## config.mk

```make
export PLATFORM = sky130hd
export DESIGN_NAME = rf_output_symbol_serializer
export DESIGN_NICKNAME = d
export VERILOG_FILES = /design/src/ser_pkg.sv /design/src/group_buffer.sv /design/src/rf_output_symbol_serializer.sv /design/src/tick_divider.sv
export SDC_FILE = /design/constraint.sdc
export NUM_CORES = 1
export LEC_CHECK = 0
export BUFFER_PORTS_ARGS = -buffer_cell sky130_fd_sc_hd__buf_2
export CORE_AREA = 2 2 171 173
export DETAILED_ROUTE_END_ITERATION = 8
export DIE_AREA = 0 0 173 175
export SLEW_MARGIN = 20
export SYNTH_ARGS = -nofsm -noshare
export SYNTH_HDL_FRONTEND = slang
export SYNTH_SLANG_ARGS = --single-unit
```

## constraint.sdc

```tcl
create_clock -name clk_sys -period 18.2 [get_ports clk_sys]
set_clock_uncertainty 0.1 [all_clocks]
set_input_delay 0.91 -clock clk_sys [delete_from_list [all_inputs] [get_ports clk_sys]]
set_output_delay 0.91 -clock clk_sys [all_outputs]
set_load 0.02 [all_outputs]
```

## src/ser_pkg.sv

```systemverilog
// constants, register map and types shared by the symbol serializer
package ser_pkg;
  // register addresses
  localparam logic [7:0] ADDR_CTRL = 8'hA9;
  localparam logic [7:0] ADDR_TIMING = 8'hAA;
  localparam logic [7:0] ADDR_HOLD = 8'hAB;
  localparam logic [7:0] ADDR_RATE_LO = 8'hAC;
  localparam logic [7:0] ADDR_RATE_HI = 8'hAD;
  localparam logic [7:0] ADDR_WARM = 8'hAE;
  // field positions
  localparam int GW_LSB = 5;
  localparam int EDGE_LSB = 3;
  localparam int DIV_LSB = 0;
  localparam int PLL_WARM_LSB = 4;
  localparam int PA_WARM_LSB = 0;
  localparam int CTRL_EN_BIT = 0;
  localparam int CTRL_FORCE_PA_BIT = 1;
  localparam int CTRL_FORCE_PLL_BIT = 2;
  localparam int CTRL_FORCE_LC_BIT = 3;
  localparam int CTRL_FSK_BIT = 4;
  localparam int CTRL_UNDERRUN_LSB = 6;
  localparam logic [7:0] CTRL_MASK = 8'hDF;
  localparam logic [7:0] RATE_HI_MASK = 8'h7F;
  // values after reset
  localparam logic [7:0] RST_BYTE = 8'h00;
  // clock rates and cycle counts
  localparam int CLK_SYS_KHZ = 50000;
  localparam int REF_KHZ = 25000;
  localparam logic [2:0] REF_DIV_LIMIT = 3'(CLK_SYS_KHZ / REF_KHZ - 1);
  localparam logic [17:0] SYM_CLKS_PER_RATE = 18'h00005;
  localparam logic [3:0] RAMP_STEPS = 4'h8;
  localparam int PLL_WARM_SHIFT = 2;
  // holding buffer shape: width code plus one byte, two entries
  localparam int BUF_WIDTH = 11;
  localparam int BUF_DEPTH = 2;
  // underrun policies
  typedef enum logic [1:0] {
    UR_STOP = 2'h0,
    UR_REPEAT = 2'h1,
    UR_ZEROS = 2'h2,
    UR_ONES = 2'h3
  } underrun_t;
  // power sequencer states
  typedef enum logic [2:0] {
    ST_IDLE = 3'h0,
    ST_WARM_PLL = 3'h1,
    ST_WARM_PA = 3'h2,
    ST_RAMP_UP = 3'h3,
    ST_SEND = 3'h4,
    ST_RAMP_DOWN = 3'h5
  } seq_state_t;
endpackage : ser_pkg

```

## src/group_buffer.sv

```systemverilog
// small valid/ready buffer for queued symbol groups
`timescale 1ns/1ps
`default_nettype none
module group_buffer #(
  parameter int WIDTH = ser_pkg::BUF_WIDTH,
  parameter int DEPTH = ser_pkg::BUF_DEPTH
) (
  input wire logic clk_sys,
  input wire logic resetn,
  input wire logic in_valid,
  input wire logic [WIDTH-1:0] in_data,
  output logic in_ready,
  output logic out_valid,
  output logic [WIDTH-1:0] out_data,
  input wire logic out_ready
);
  localparam int AW = (DEPTH > 1) ? $clog2(DEPTH) : 1;
  localparam int CW = $clog2(DEPTH + 1);

  typedef struct packed {
    logic [DEPTH-1:0][WIDTH-1:0] mem;
    logic [AW-1:0] rd_idx;
    logic [CW-1:0] cnt;
  } buf_state_t;

  buf_state_t s_r;
  buf_state_t s_nxt;
  logic push;
  logic pop;
  logic [AW-1:0] wr_idx;

  // depth is a power of two, so the write index wraps by truncation
  always_comb
  begin
    s_nxt = s_r;
    push = in_valid && in_ready;
    pop = out_valid && out_ready;
    wr_idx = AW'(s_r.rd_idx + AW'(s_r.cnt));
    if (push)
      s_nxt.mem[wr_idx] = in_data;
    if (pop)
      s_nxt.rd_idx = AW'(s_r.rd_idx + AW'(1));
    if (push && !pop)
      s_nxt.cnt = CW'(s_r.cnt + CW'(1));
    else if (pop && !push)
      s_nxt.cnt = CW'(s_r.cnt - CW'(1));
  end

  // state register
  always_ff @(posedge clk_sys or negedge resetn)
  begin
    if (!resetn)
      s_r <= '0;
    else
      s_r <= s_nxt;
  end

  // honest full and empty
  assign in_ready = (s_r.cnt != CW'(DEPTH));
  assign out_valid = (s_r.cnt != CW'(0));
  assign out_data = s_r.mem[s_r.rd_idx];
endmodule : group_buffer
`default_nettype wire

```

## src/rf_output_symbol_serializer.sv

```systemverilog
// symbol serializer with register file and rf power sequencing
`timescale 1ns/1ps
`default_nettype none
// Function
// - group width field plus one gives 1 to 8 symbols per group.
// - width may change between groups; new width applies to next written group.
// - edge time field plus one gives extra division factor 1 to 4.
// - pa ramps over eight times divider times edge factor reference periods.
// - serializer clock is 25 MHz reference divided by divider field plus one.
// - holding register keeps next group; a holding write clears the empty flag unless a hand-over sets it in the same cycle.
// - each holding write gives one registered new-data pulse with data stable.
// - rate value is 15 bits: low byte plus seven upper bits.
// - each symbol lasts five times rate value serializer clocks.
// - top bit of upper rate register reads zero, writes ignored.
// - synthesizer warms up for field times four serializer clocks.
// - amplifier warms up for field value serializer clocks.
// - groups shift out lsb first; unused upper bits never sent.
// - underrun policy: stop cleanly, repeat group, send zeros, or ones.
// - serializer starts only while the enable bit is set; once it is cleared, it stops after the current group.
// - modulation bit one selects fsk, otherwise ook.
module rf_output_symbol_serializer (
  input wire logic clk_sys,
  input wire logic resetn,
  input wire logic [7:0] sfr_addr,
  input wire logic sfr_wr,
  input wire logic sfr_rd,
  input wire logic [7:0] sfr_wdata,
  output logic [7:0] sfr_rdata,
  output logic new_data_pulse,
  output logic holding_empty,
  output logic tx_symbol,
  output logic tx_active,
  output logic fsk_select,
  output logic pa_ena,
  output logic [3:0] pa_ramp_level,
  output logic mpll_ena,
  output logic lc_ena
);
  typedef struct packed {
    logic [7:0] ctrl;
    logic [7:0] timing;
    logic [7:0] hold;
    logic [2:0] hold_w;
    logic [7:0] rate_lo;
    logic [6:0] rate_hi;
    logic [7:0] warm;
    logic [7:0] rdata;
    logic new_pulse;
    logic empty;
    logic pending;
    ser_pkg::seq_state_t state;
    logic [17:0] cnt;
    logic [2:0] edge_cnt;
    logic [3:0] level;
    logic [7:0] shreg;
    logic [2:0] bits_left;
    logic [7:0] last_grp;
    logic [2:0] last_w;
    logic o_sym;
    logic o_act;
    logic o_fsk;
    logic o_pa;
    logic [3:0] o_lvl;
    logic o_pll;
    logic o_lc;
  } ser_state_t;

  ser_state_t s_r;
  ser_state_t s_nxt;
  logic ref_tick;
  logic ser_tick;
  logic buf_in_ready;
  logic buf_out_valid;
  logic [10:0] buf_out_data;
  logic pop;
  logic sym_end;
  logic load_en;
  logic [7:0] load_grp;
  logic [2:0] load_w;
  logic nxt_bit;
  logic en;
  logic fsk;
  logic [2:0] edge_lim;
  logic [2:0] serial_clock_divider;
  logic [3:0] amp_warmup_interval;
  logic [17:0] pll_lim;
  logic [17:0] sym_lim;
  logic pa_on;

  // cycles per symbol minus one, zero rate treated as one cycle
  function automatic logic [17:0] sym_limit(input logic [14:0] rate);
    logic [17:0] p;
    p = 18'(rate) * ser_pkg::SYM_CLKS_PER_RATE;
    return (p == 18'h00000) ? 18'h00000 : 18'(p - 18'h00001);
  endfunction : sym_limit

  tick_divider u_ref_div (
    .clk_sys(clk_sys),
    .resetn(resetn),
    .en_in(1'b1),
    .limit(ser_pkg::REF_DIV_LIMIT),
    .tick(ref_tick)
  );
  tick_divider u_ser_div (
    .clk_sys(clk_sys),
    .resetn(resetn),
    .en_in(ref_tick),
    .limit(serial_clock_divider),
    .tick(ser_tick)
  );

  // queued groups: width code above the byte
  group_buffer u_buf (
    .clk_sys(clk_sys),
    .resetn(resetn),
    .in_valid(s_r.pending),
    .in_data({s_r.hold_w, s_r.hold}),
    .in_ready(buf_in_ready),
    .out_valid(buf_out_valid),
    .out_data(buf_out_data),
    .out_ready(pop)
  );

  // field decode
  assign en = s_r.ctrl[ser_pkg::CTRL_EN_BIT];
  assign fsk = s_r.ctrl[ser_pkg::CTRL_FSK_BIT];
  assign edge_lim = {1'b0, s_r.timing[ser_pkg::EDGE_LSB +: 2]};
  assign serial_clock_divider = s_r.timing[ser_pkg::DIV_LSB +: 3];
  assign amp_warmup_interval = s_r.warm[ser_pkg::PA_WARM_LSB +: 4];
  assign pll_lim = 18'(s_r.warm[ser_pkg::PLL_WARM_LSB +: 4]) << ser_pkg::PLL_WARM_SHIFT;
  assign sym_lim = sym_limit({s_r.rate_hi, s_r.rate_lo});

  always_comb
  begin
    s_nxt = s_r;
    s_nxt.new_pulse = 1'b0;
    pop = 1'b0;
    sym_end = 1'b0;
    load_en = 1'b0;
    load_grp = 8'h00;
    load_w = 3'h0;
    nxt_bit = 1'b0;
    pa_on = 1'b0;
    // register writes
    if (sfr_wr)
    begin
      case (sfr_addr)
        ser_pkg::ADDR_CTRL: s_nxt.ctrl = sfr_wdata & ser_pkg::CTRL_MASK;
        ser_pkg::ADDR_TIMING: s_nxt.timing = sfr_wdata;
        ser_pkg::ADDR_HOLD:
        begin
          s_nxt.hold = sfr_wdata;
          s_nxt.empty = 1'b0;
          s_nxt.hold_w = s_r.timing[ser_pkg::GW_LSB +: 3];
          // pulse on the same edge that the data lands
          s_nxt.new_pulse = 1'b1;
        end
        ser_pkg::ADDR_RATE_LO: s_nxt.rate_lo = sfr_wdata;
        ser_pkg::ADDR_RATE_HI: s_nxt.rate_hi = sfr_wdata[6:0];
        ser_pkg::ADDR_WARM: s_nxt.warm = sfr_wdata;
        default: ;
      endcase
    end
    // register reads, unmapped addresses read zero
    if (sfr_rd)
    begin
      case (sfr_addr)
        ser_pkg::ADDR_CTRL: s_nxt.rdata = s_r.ctrl;
        ser_pkg::ADDR_TIMING: s_nxt.rdata = s_r.timing;
        ser_pkg::ADDR_HOLD: s_nxt.rdata = s_r.hold;
        ser_pkg::ADDR_RATE_LO: s_nxt.rdata = s_r.rate_lo;
        // upper seven rate bits, bit 7 zero
        ser_pkg::ADDR_RATE_HI: s_nxt.rdata = {1'b0, s_r.rate_hi} & ser_pkg::RATE_HI_MASK;
        ser_pkg::ADDR_WARM: s_nxt.rdata = s_r.warm;
        default: s_nxt.rdata = 8'h00;
      endcase
    end
    // move the held group into the buffer, stalled while it is full
    if (s_r.pending && buf_in_ready)
      s_nxt.pending = 1'b0;
    if (s_r.new_pulse)
      s_nxt.pending = 1'b1;
    // power and shift sequencer
    case (s_r.state)
      ser_pkg::ST_IDLE:
      begin
        // start only when enabled, on a serializer clock edge
        // so that every warm-up interval spans whole ticks
        if (en && buf_out_valid && ser_tick)
        begin
          pop = 1'b1;
          load_en = 1'b1;
          load_grp = buf_out_data[7:0];
          load_w = buf_out_data[10:8];
          s_nxt.state = ser_pkg::ST_WARM_PLL;
          s_nxt.cnt = 18'h00000;
        end
      end
      ser_pkg::ST_WARM_PLL:
      begin
        // synthesizer warm-up, four clocks per step
        if (ser_tick)
        begin
          if (18'(s_r.cnt + 18'h00001) >= pll_lim)
          begin
            s_nxt.state = ser_pkg::ST_WARM_PA;
            s_nxt.cnt = 18'h00000;
          end
          else
            s_nxt.cnt = s_r.cnt + 18'h00001;
        end
      end
      ser_pkg::ST_WARM_PA:
      begin
        if (ser_tick)
        begin
          if (18'(s_r.cnt + 18'h00001) >= 18'(amp_warmup_interval))
          begin
            s_nxt.state = ser_pkg::ST_RAMP_UP;
            s_nxt.cnt = 18'h00000;
            s_nxt.edge_cnt = 3'h0;
            s_nxt.level = 4'h0;
          end
          else
            s_nxt.cnt = s_r.cnt + 18'h00001;
        end
      end
      ser_pkg::ST_RAMP_UP:
      begin
        // each step lasts edge factor serializer clocks
        if (ser_tick)
        begin
          if (s_r.edge_cnt >= edge_lim)
          begin
            s_nxt.edge_cnt = 3'h0;
            // eight steps up to full level
            s_nxt.level = s_r.level + 4'h1;
            if (s_nxt.level == ser_pkg::RAMP_STEPS)
            begin
              s_nxt.state = ser_pkg::ST_SEND;
              s_nxt.cnt = 18'h00000;
            end
          end
          else
            s_nxt.edge_cnt = s_r.edge_cnt + 3'h1;
        end
      end
      ser_pkg::ST_SEND:
      begin
        // symbol length is five times rate clocks
        if (ser_tick)
        begin
          if (s_r.cnt >= sym_lim)
          begin
            sym_end = 1'b1;
            s_nxt.cnt = 18'h00000;
          end
          else
            s_nxt.cnt = s_r.cnt + 18'h00001;
        end
        if (sym_end)
        begin
          if (s_r.bits_left != 3'h0)
          begin
            s_nxt.shreg = {1'b0, s_r.shreg[7:1]};
            s_nxt.bits_left = s_r.bits_left - 3'h1;
            nxt_bit = s_r.shreg[1];
          end
          else if (!en)
          begin
            s_nxt.state = ser_pkg::ST_RAMP_DOWN;
            s_nxt.edge_cnt = 3'h0;
          end
          else if (buf_out_valid)
          begin
            pop = 1'b1;
            load_en = 1'b1;
            load_grp = buf_out_data[7:0];
            load_w = buf_out_data[10:8];
            nxt_bit = buf_out_data[0];
          end
          else
          begin
            load_w = s_r.last_w;
            case (ser_pkg::underrun_t'(s_r.ctrl[ser_pkg::CTRL_UNDERRUN_LSB +: 2]))
              ser_pkg::UR_REPEAT: load_grp = s_r.last_grp;
              ser_pkg::UR_ZEROS: load_grp = 8'h00;
              ser_pkg::UR_ONES: load_grp = 8'hFF;
              default: load_grp = 8'h00;
            endcase
            if (s_r.ctrl[ser_pkg::CTRL_UNDERRUN_LSB +: 2] == ser_pkg::UR_STOP)
            begin
              s_nxt.state = ser_pkg::ST_RAMP_DOWN;
              s_nxt.edge_cnt = 3'h0;
            end
            else
            begin
              load_en = 1'b1;
              nxt_bit = load_grp[0];
            end
          end
          // ook re-warms rf on a zero-to-one step
          if (!fsk && (s_nxt.state == ser_pkg::ST_SEND) && !s_r.shreg[0] && nxt_bit)
          begin
            s_nxt.state = ser_pkg::ST_WARM_PLL;
            s_nxt.cnt = 18'h00000;
          end
        end
      end
      ser_pkg::ST_RAMP_DOWN:
      begin
        // ramp down with the same step time
        if (s_r.level == 4'h0)
          s_nxt.state = ser_pkg::ST_IDLE;
        else if (ser_tick)
        begin
          if (s_r.edge_cnt >= edge_lim)
          begin
            s_nxt.edge_cnt = 3'h0;
            s_nxt.level = s_r.level - 4'h1;
            if (s_r.level == 4'h1)
              s_nxt.state = ser_pkg::ST_IDLE;
          end
          else
            s_nxt.edge_cnt = s_r.edge_cnt + 3'h1;
        end
      end
      default: s_nxt.state = ser_pkg::ST_IDLE;
    endcase
    // group holds width code plus one symbols
    if (load_en)
    begin
      s_nxt.shreg = load_grp;
      s_nxt.bits_left = load_w;
      s_nxt.last_grp = load_grp;
      s_nxt.last_w = load_w;
    end
    // hand-over sets empty, winning over a write
    if (pop)
      s_nxt.empty = 1'b1;
    // registered outputs follow the next state
    case (s_nxt.state)
      ser_pkg::ST_SEND: pa_on = s_nxt.ctrl[ser_pkg::CTRL_FSK_BIT] || s_nxt.shreg[0];
      ser_pkg::ST_WARM_PA: pa_on = 1'b1;
      ser_pkg::ST_RAMP_UP: pa_on = 1'b1;
      ser_pkg::ST_RAMP_DOWN: pa_on = 1'b1;
      default: pa_on = 1'b0;
    endcase
    s_nxt.o_sym = (s_nxt.state == ser_pkg::ST_SEND) && s_nxt.shreg[0];
    s_nxt.o_act = (s_nxt.state != ser_pkg::ST_IDLE);
    s_nxt.o_fsk = s_nxt.ctrl[ser_pkg::CTRL_FSK_BIT];
    s_nxt.o_pa = pa_on || s_nxt.ctrl[ser_pkg::CTRL_FORCE_PA_BIT];
    s_nxt.o_lvl = s_nxt.o_pa ? s_nxt.level : 4'h0;
    s_nxt.o_pll = s_nxt.ctrl[ser_pkg::CTRL_FORCE_PLL_BIT]
      || ((s_nxt.state != ser_pkg::ST_IDLE) && (s_nxt.state != ser_pkg::ST_SEND || pa_on));
    s_nxt.o_lc = s_nxt.ctrl[ser_pkg::CTRL_FORCE_LC_BIT] || (s_nxt.state != ser_pkg::ST_IDLE);
  end

  // state register
  always_ff @(posedge clk_sys or negedge resetn)
  begin
    if (!resetn)
    begin
      s_r <= '0;
      s_r.empty <= 1'b1;
    end
    else
      s_r <= s_nxt;
  end

  assign sfr_rdata = s_r.rdata;
  assign new_data_pulse = s_r.new_pulse;
  assign holding_empty = s_r.empty;
  assign tx_symbol = s_r.o_sym;
  assign tx_active = s_r.o_act;
  assign fsk_select = s_r.o_fsk;
  assign pa_ena = s_r.o_pa;
  assign pa_ramp_level = s_r.o_lvl;
  assign mpll_ena = s_r.o_pll;
  assign lc_ena = s_r.o_lc;
endmodule : rf_output_symbol_serializer
`default_nettype wire

```

## src/tick_divider.sv

```systemverilog
// enable-pulse divider: one tick every limit+1 qualifying cycles
`timescale 1ns/1ps
`default_nettype none
module tick_divider (
  input wire logic clk_sys,
  input wire logic resetn,
  input wire logic en_in,
  input wire logic [2:0] limit,
  output logic tick
);
  typedef struct packed {
    logic [2:0] cnt;
    logic tick;
  } div_state_t;

  div_state_t s_r;
  div_state_t s_nxt;

  // count qualifying cycles and wrap at the limit
  always_comb
  begin
    s_nxt = s_r;
    s_nxt.tick = 1'b0;
    if (en_in)
    begin
      if (s_r.cnt >= limit)
      begin
        s_nxt.cnt = 3'h0;
        s_nxt.tick = 1'b1;
      end
      else
      begin
        s_nxt.cnt = s_r.cnt + 3'h1;
      end
    end
  end

  // state register
  always_ff @(posedge clk_sys or negedge resetn)
  begin
    if (!resetn)
      s_r <= '0;
    else
      s_r <= s_nxt;
  end

  assign tick = s_r.tick;
endmodule : tick_divider
`default_nettype wire
```

# After elaboration in Yosys (flattened, before gate mapping)
# Index checks and enable logic that the tools add are counted.
[classes]
addsub = 12
multipliers = 1
n_lt_le_gt_ge = 9
eq_ne = 35
mux = 104
reduce_logical = 48
[ops]
columns = ["operator", "n"]
rows = [
  ["$mux W21", 5],
  ["$mux W18", 5],
  ["$pmux W18 S5", 1],
  ["$mux W11", 7],
  ["$mux W3", 24],
  ["$mux W8", 8],
  ["$mux W28", 2],
  ["$eq A8 B8 Y1 const B", 6],
  ["$pmux W8 S6", 1],
  ["$mux W47", 1],
  ["$pmux W8 S2", 2],
  ["$mux W7", 4],
  ["$mux W1", 25],
  ["$mux W24", 1],
  ["$bwmux W22", 1],
  ["$mux W22", 1],
  ["$add A18 B1 Y18 const B", 1],
  ["$ge A18 B18 Y1", 1],
  ["$ge A18 B4 Y1", 1],
  ["$ge A18 B6 Y1", 1],
  ["$logic_not A18 Y1", 1],
  ["$mul A15 B3 Y18 const B", 1],
  ["$pmux W3 S6", 1],
  ["$sub A18 B1 Y18 const B", 1],
  ["46 further kinds", 107],
]
[totals]
ff_bits = 153
inputBits = 20
out_inout_bits = 20
word_cells = 245

# Longest topological paths before layout
[depth]
word_depth = 22
mapped_depth = 24
depth_no_buf = 22

# Cells and area by module
# From an unflattened synthesis, not the netlist that was laid out.
[hier_totals]
cells_unflattened = 1092
hier_area_um2 = 10452.5
[by_module_without_submodules]
columns = ["module", "instances", "cells_per_inst", "area_each_um2", "seq_area_each_um2"]
rows = [
  ["rf_output_symbol_serializer", 1, 870, 8261.7, 2979.1],
  ["group_buffer", 1, 172, 1680.4, 625.6],
  ["tick_divider", 2, 25, 255.2, 100.1],
]

# Least setup slack after synthesis
# Ideal clock, no wire load.
[synth_path]
path_kind = "flip-flop to flip-flop"
start = "register s_r[87] in the netlist's numbering"
end = "register u_buf.s_r[1] in the netlist's numbering"
setup_time_ns = 0.079
arrival_time_ns = 5.658
required_ns = 18.021
slack_ns = 12.363
path_stages_with_launch = 25
n_path_buf = 2
period_less_slack_ns = 5.837
path_cell_list = "dfrtp_1 ha_1 ha_1 fa_1 a21o_1 a21oi_1 o311ai_1 a2111oi_2 nor2_1 xnor2_1 o2111ai_2 buf_2 nand2_1 ha_1 nand4_1 or2_1 or4_4 a21boi_1 o211ai_2 o21a_1 buf_2 ha_1 xor2_1 nor2_1 xor2_1"
[synth_between]
elab_chain_cells = 13
word_cells_on_any_way = 16
classes_between = "add/sub: 1; mul: 1; order compare: 1; mux: 7; reduce/logical: 6"
[synth_lines]
columns = ["element", "line", "text"]
rows = [
  ["start, declared", "rf_output_symbol_serializer.sv:68", "ser_state_t s_r;"],
  ["start signal, assigned", "rf_output_symbol_serializer.sv:368", "s_r <= s_nxt;"],
  ["$mul A15 B3 Y18 (*)", "rf_output_symbol_serializer.sv:93", "p = 18'(rate) * ser_pkg::SYM_CLKS_PER_RATE;"],
  ["$sub A18 B1 Y18 / $logic_not A18 Y1 (equally long branches)", "rf_output_symbol_serializer.sv:94", "return (p == 18'h00000) ? 18'h00000 : 18'(p - 18'h00001);"],
  ["$mux W18 (*)", "rf_output_symbol_serializer.sv:94", ""],
  ["$ge A18 B18 Y1 (*)", "rf_output_symbol_serializer.sv:253", "if (s_r.cnt >= sym_lim)"],
  ["$mux W1 (*)", "rf_output_symbol_serializer.sv:253", ""],
  ["$mux W1 (*)", "rf_output_symbol_serializer.sv:251", "if (ser_tick)"],
  ["$mux W1 (*)", "rf_output_symbol_serializer.sv:184", "case (s_r.state)"],
  ["$mux W1 (*)", "rf_output_symbol_serializer.sv:261", "if (sym_end)"],
  ["$pmux W1 S2 (*)", "rf_output_symbol_serializer.sv:184", ""],
  ["$logic_and A1 B1 Y1 (*)", "group_buffer.sv:37", "pop = out_valid && out_ready;"],
  ["$logic_not A1 Y1", "group_buffer.sv:43", "if (push && !pop)"],
  ["$logic_and A1 B1 Y1", "group_buffer.sv:43", ""],
  ["$mux W2 / $reduce_bool A2 Y1 (equally long branches)", "-", ""],
  ["end signal, assigned", "group_buffer.sv:55", "s_r <= s_nxt;"],
  ["end, declared", "group_buffer.sv:26", "buf_state_t s_r;"],
]
# Every way passes the cells marked *; elsewhere a longest branch is shown, timed or not. The select of a mux whose other input is x is not followed.
# A chain may end at the register's enable or synchronous reset.

# Worst setup path after layout
# Same ends and word-level chain as after synthesis.

==> results_dict.tcl <==
set metrics [dict create \
    crit_path_max_fanout 16 \
    power.total_uw 911.3 \
    hpwl_um 17310 \
    die_w_um 173 \
    syn_area_per_cell_sq_um 10.02 \
    synthDistinctLibCells 92 \
    hp-class "flop to flop" \
    setup_ws_ns 11.43 \
    yosys_most_used_dff "dfrtp_1" \
    coreArea_sq_um 28390 \
    combPwrFrac_pct 19.8 \
    cts_tree "done" \
    clkPwrFrac_pct 38.2 \
    postCtsSetupRepairBufs 0 \
    status "finished, final reports clean" \
    yosysTopAreaCell "dfrtp_1" \
    syn_area_sq_um 9799 \
    synthArstFlopShare_pct 100.0 \
    finalWirelength_um 23230 \
    drt-vias-per-instance 5.453 \
    max_stage_delay_ns 0.94 \
    ys_seq_elements 152 \
    synth_cells 978 \
    slew_violations 0 \
    initial_core_util_pct 34.51 \
    die_area_sq_um 30280 \
    ant_nets 0 \
    rsz0062_at_grt "false" \
    drtIter0Drc 437 \
    max_freq_mhz 147.6 \
    maxCapViolations 0 \
    drive_gt1_share_pct 18.81 \
    vias 7574 \
    pre_cts_slack_ns 11.47 \
    cp.required_ns 18.45 \
    slew_headroom_pct 23.06 \
    ys_seq_area_share_pct 38.83 \
    h-tree-depth 4 \
    peakVddDrop_uv 59.83 \
    netlist.area_leader.share_pct 38.56 \
    period_share_pct 37.22 \
    tightestPinTransition_ns 1.152 \
    grt_antenna_before_repair 0 \
    setup_viol 0 \
    crit_buf_inv 0 \
    grt_pass1_vias 7146 \
    drc 0 \
    postCtsHoldBufs 0 \
    synth_nets 1069 \
    p_per_area_nw_per_um2 84.13 \
    grt_usage_pct 15.69 \
    path_delay_family "compound AO/OA/AOI/OAI gates" \
    clk_path_buf_depth 2 \
    grt_pass1_wl_um 38520 \
    path_cells "ha_1, ha_1, fa_1, a21o_1, a21oi_1, o311ai_1, a2111oi_2, nor2_1, xnor2_1, o2111ai_2, o21ai_0, ha_1, nand4_1, a211oi_1, nor3_1, a2111oi_0, o211ai_2, o21a_1, ha_1, xor2_1, nor2_1, xor2_1" \
    period_needed_ns 6.775 \
    root_buffer "clkbuf_16" \
    nets 1083 \
    numPortBuffers 39 \
    setup.worst_path.end_class "flop" \
    seq_power_share_pct 42.0 \
    synth.area.top_cells "dfrtp_1, mux2_2, ha_1" \
    num_rows 62 \
    place_area_sq_um 10260 \
    fillers 2878 \
    startpoint_type "flop" \
    timing.hold.ws_ns 0.3668 \
    drt_pass1_iterations 6 \
    p_sw_share_pct 33.56 \
    die_h_um 175 \
    diodes 0 \
    power.switching_uw 305.9 \
    path_clk_slew_ns 0.07 \
    cts_resized 0 \
    yosysMostFrequentCell "dfrtp_1" \
    crit_top_cell "ha_1" \
    grt_max_degree 83 \
    syn_to_final_growth_pct 10.55 \
    cts_buffers 17 \
    worstSetupPathType "flop to flop" \
    cts.sinks 152 \
    routabilityCongestion 0.8781 \
    grt_overflow 0 \
    synthTopCellsByCount "dfrtp_1, nand2_1, mux2_2, ha_1, inv_1" \
    ioPinCount 40 \
    leakagePower_uw 0.005022 \
    wl_per_cell_um 16.72 \
    fin_tns_setup_ns 0 \
    p_int_uw 605.5 \
    clk_latency_ns 0.43 \
    final_hold_viol_count 0 \
    cpMaxStageDelayCell "a2111oi_0" \
    synth_edf_count 0 \
    arrival_ns 7.02 \
    fin_area_sq_um 10830 \
    ys_warn_count 0 \
]
## worst register-to-register path, delay by kind of cell, from the launching register on
kind / cells / cell delay, ns
flip-flops: 1 / 0.41
AND/OR/NAND/NOR: 4 / 0.47
XOR/XNOR: 3 / 0.67
adder cells (fa/ha/maj): 5 / 1.43
AO/OA/AOI/OAI: 10 / 3.62
## per-stage QoR
stage               util [%]  instances
floorplan                  -        978
global placement       36.13       1357
detailed placement     36.13       1357
CTS                    38.15       1389
global route           38.15       1389
finish                 38.15       1389
## flip-flops by register name, summed over array words and instances, names as in the netlist
register / cells
pa_ramp_level: 4
edge_lim: 2
u_ref_div.tick: 1
pll_lim: 4
tx_symbol: 1
lc_ena: 1
tx_active: 1
holding_empty: 1
en: 1
u_buf.s_r: 25
u_ser_div.s_r: 3
pa_ena: 1
u_ser_div.tick: 1
amp_warmup_interval: 4
fsk: 1
mpll_ena: 1
s_r: 88
new_data_pulse: 1
sfr_rdata: 8
u_ref_div.s_r: 3
## path summary, 6_finish.rpt
| path | cells after the start | start | to | slack, ns |
|---|---|---|---|---|
| max in group asynchronous | 2 | resetn | s_r[47] | 16.18 |
| setup / recovery | 22 | s_r[87] | u_buf.s_r[1] | 11.43 |
| hold / removal | 2 | holding_empty | holding_empty | 0.37 |
| setup reg to reg | 22 | s_r[87] | u_buf.s_r[1] | 11.43 |
| min in group asynchronous | 1 | resetn | u_buf.s_r[10] | 0.40 |
| hold reg to reg | 2 | holding_empty | holding_empty | 0.37 |
## power by group through the flow
| stage | Combinational (uW) | Sequential (uW) | Clock, uW |
|---|---|---|---|
| 3_3_place_gp | 178 | 389 | 0 |
| 5_1_grt | 200 | 386 | 370 |
| 3_5_place_dp | 180 | 389 | 0 |
| 4_1_cts | 181 | 382 | 356 |
| 6_report | 180 | 383 | 348 |
| 2_1_floorplan | 133 | 379 | 0 |
## routing by layer
layer  GRT usage [%]  routed length [um]  up-vias  share of wire [%]
met1           23.24               11900     3737                 51
met3           2.393                 829       19                3.6
li1                -                   -     3654                  -
met2           24.00               10260      164                 44
met4           3.708                 247        0                1.1
met5               0                   0        -                  0
## layout make-up
| cell class | instances | area, sq um | area share (%) |
|---|---|---|---|
| inverter | 49 | 183.9 | 1.698 |
| clock buffer | 17 | 425.4 | 3.927 |
| multi-input combinational | 731 | 5572 | 51.43 |
| sequential | 152 | 3805 | 35.12 |
| tap | 384 | 480.5 | 4.435 |
| timing repair buffer | 41 | 216.5 | 1.998 |
| clock inverter | 15 | 150.1 | 1.386 |
## cells by family (layout without fill, tap and decap cells)
| family | count (synthesis) | in the layout | share of synthesized area, % |
|---|---|---|---|
| AOI/OAI and AO/OA | 247 | 247 | 18.55 |
| xor gates and xnor gates | 35 | 35 | 3.128 |
| adders and majority gates | 71 | 71 | 9.142 |
| buffers and inverters | 95 | 122 | 4.316 |
| DFF | 152 | 152 | 38.83 |
| muxes | 100 | 100 | 11.22 |
| and+or+nand+nor | 278 | 278 | 14.81 |
## layout by cell type (no fill, tap or decap), types with 12 or more instances in the layout
cell | synthesis | routed
buf_2 | 8 | 38
inv_1 | 48 | 48
nand2_1 | 84 | 84
mux2i_1 | 21 | 21
mux2_2 | 79 | 79
nand4_1 | 12 | 12
clkbuf_16 | 0 | 17
and2_1 | 16 | 16
xor2_1 | 17 | 17
nand2b_1 | 12 | 12
xnor2_1 | 18 | 18
a21o_1 | 12 | 12
a21oi_1 | 47 | 47
nor2_1 | 45 | 45
dfrtp_1 | 151 | 151
and3_1 | 12 | 12
o22ai_1 | 15 | 15
nand3_1 | 25 | 25
o21ai_0 | 44 | 44
ha_1 | 70 | 70
nor3_1 | 15 | 15
Note: power is estimated with default switching activity, not from simulation.
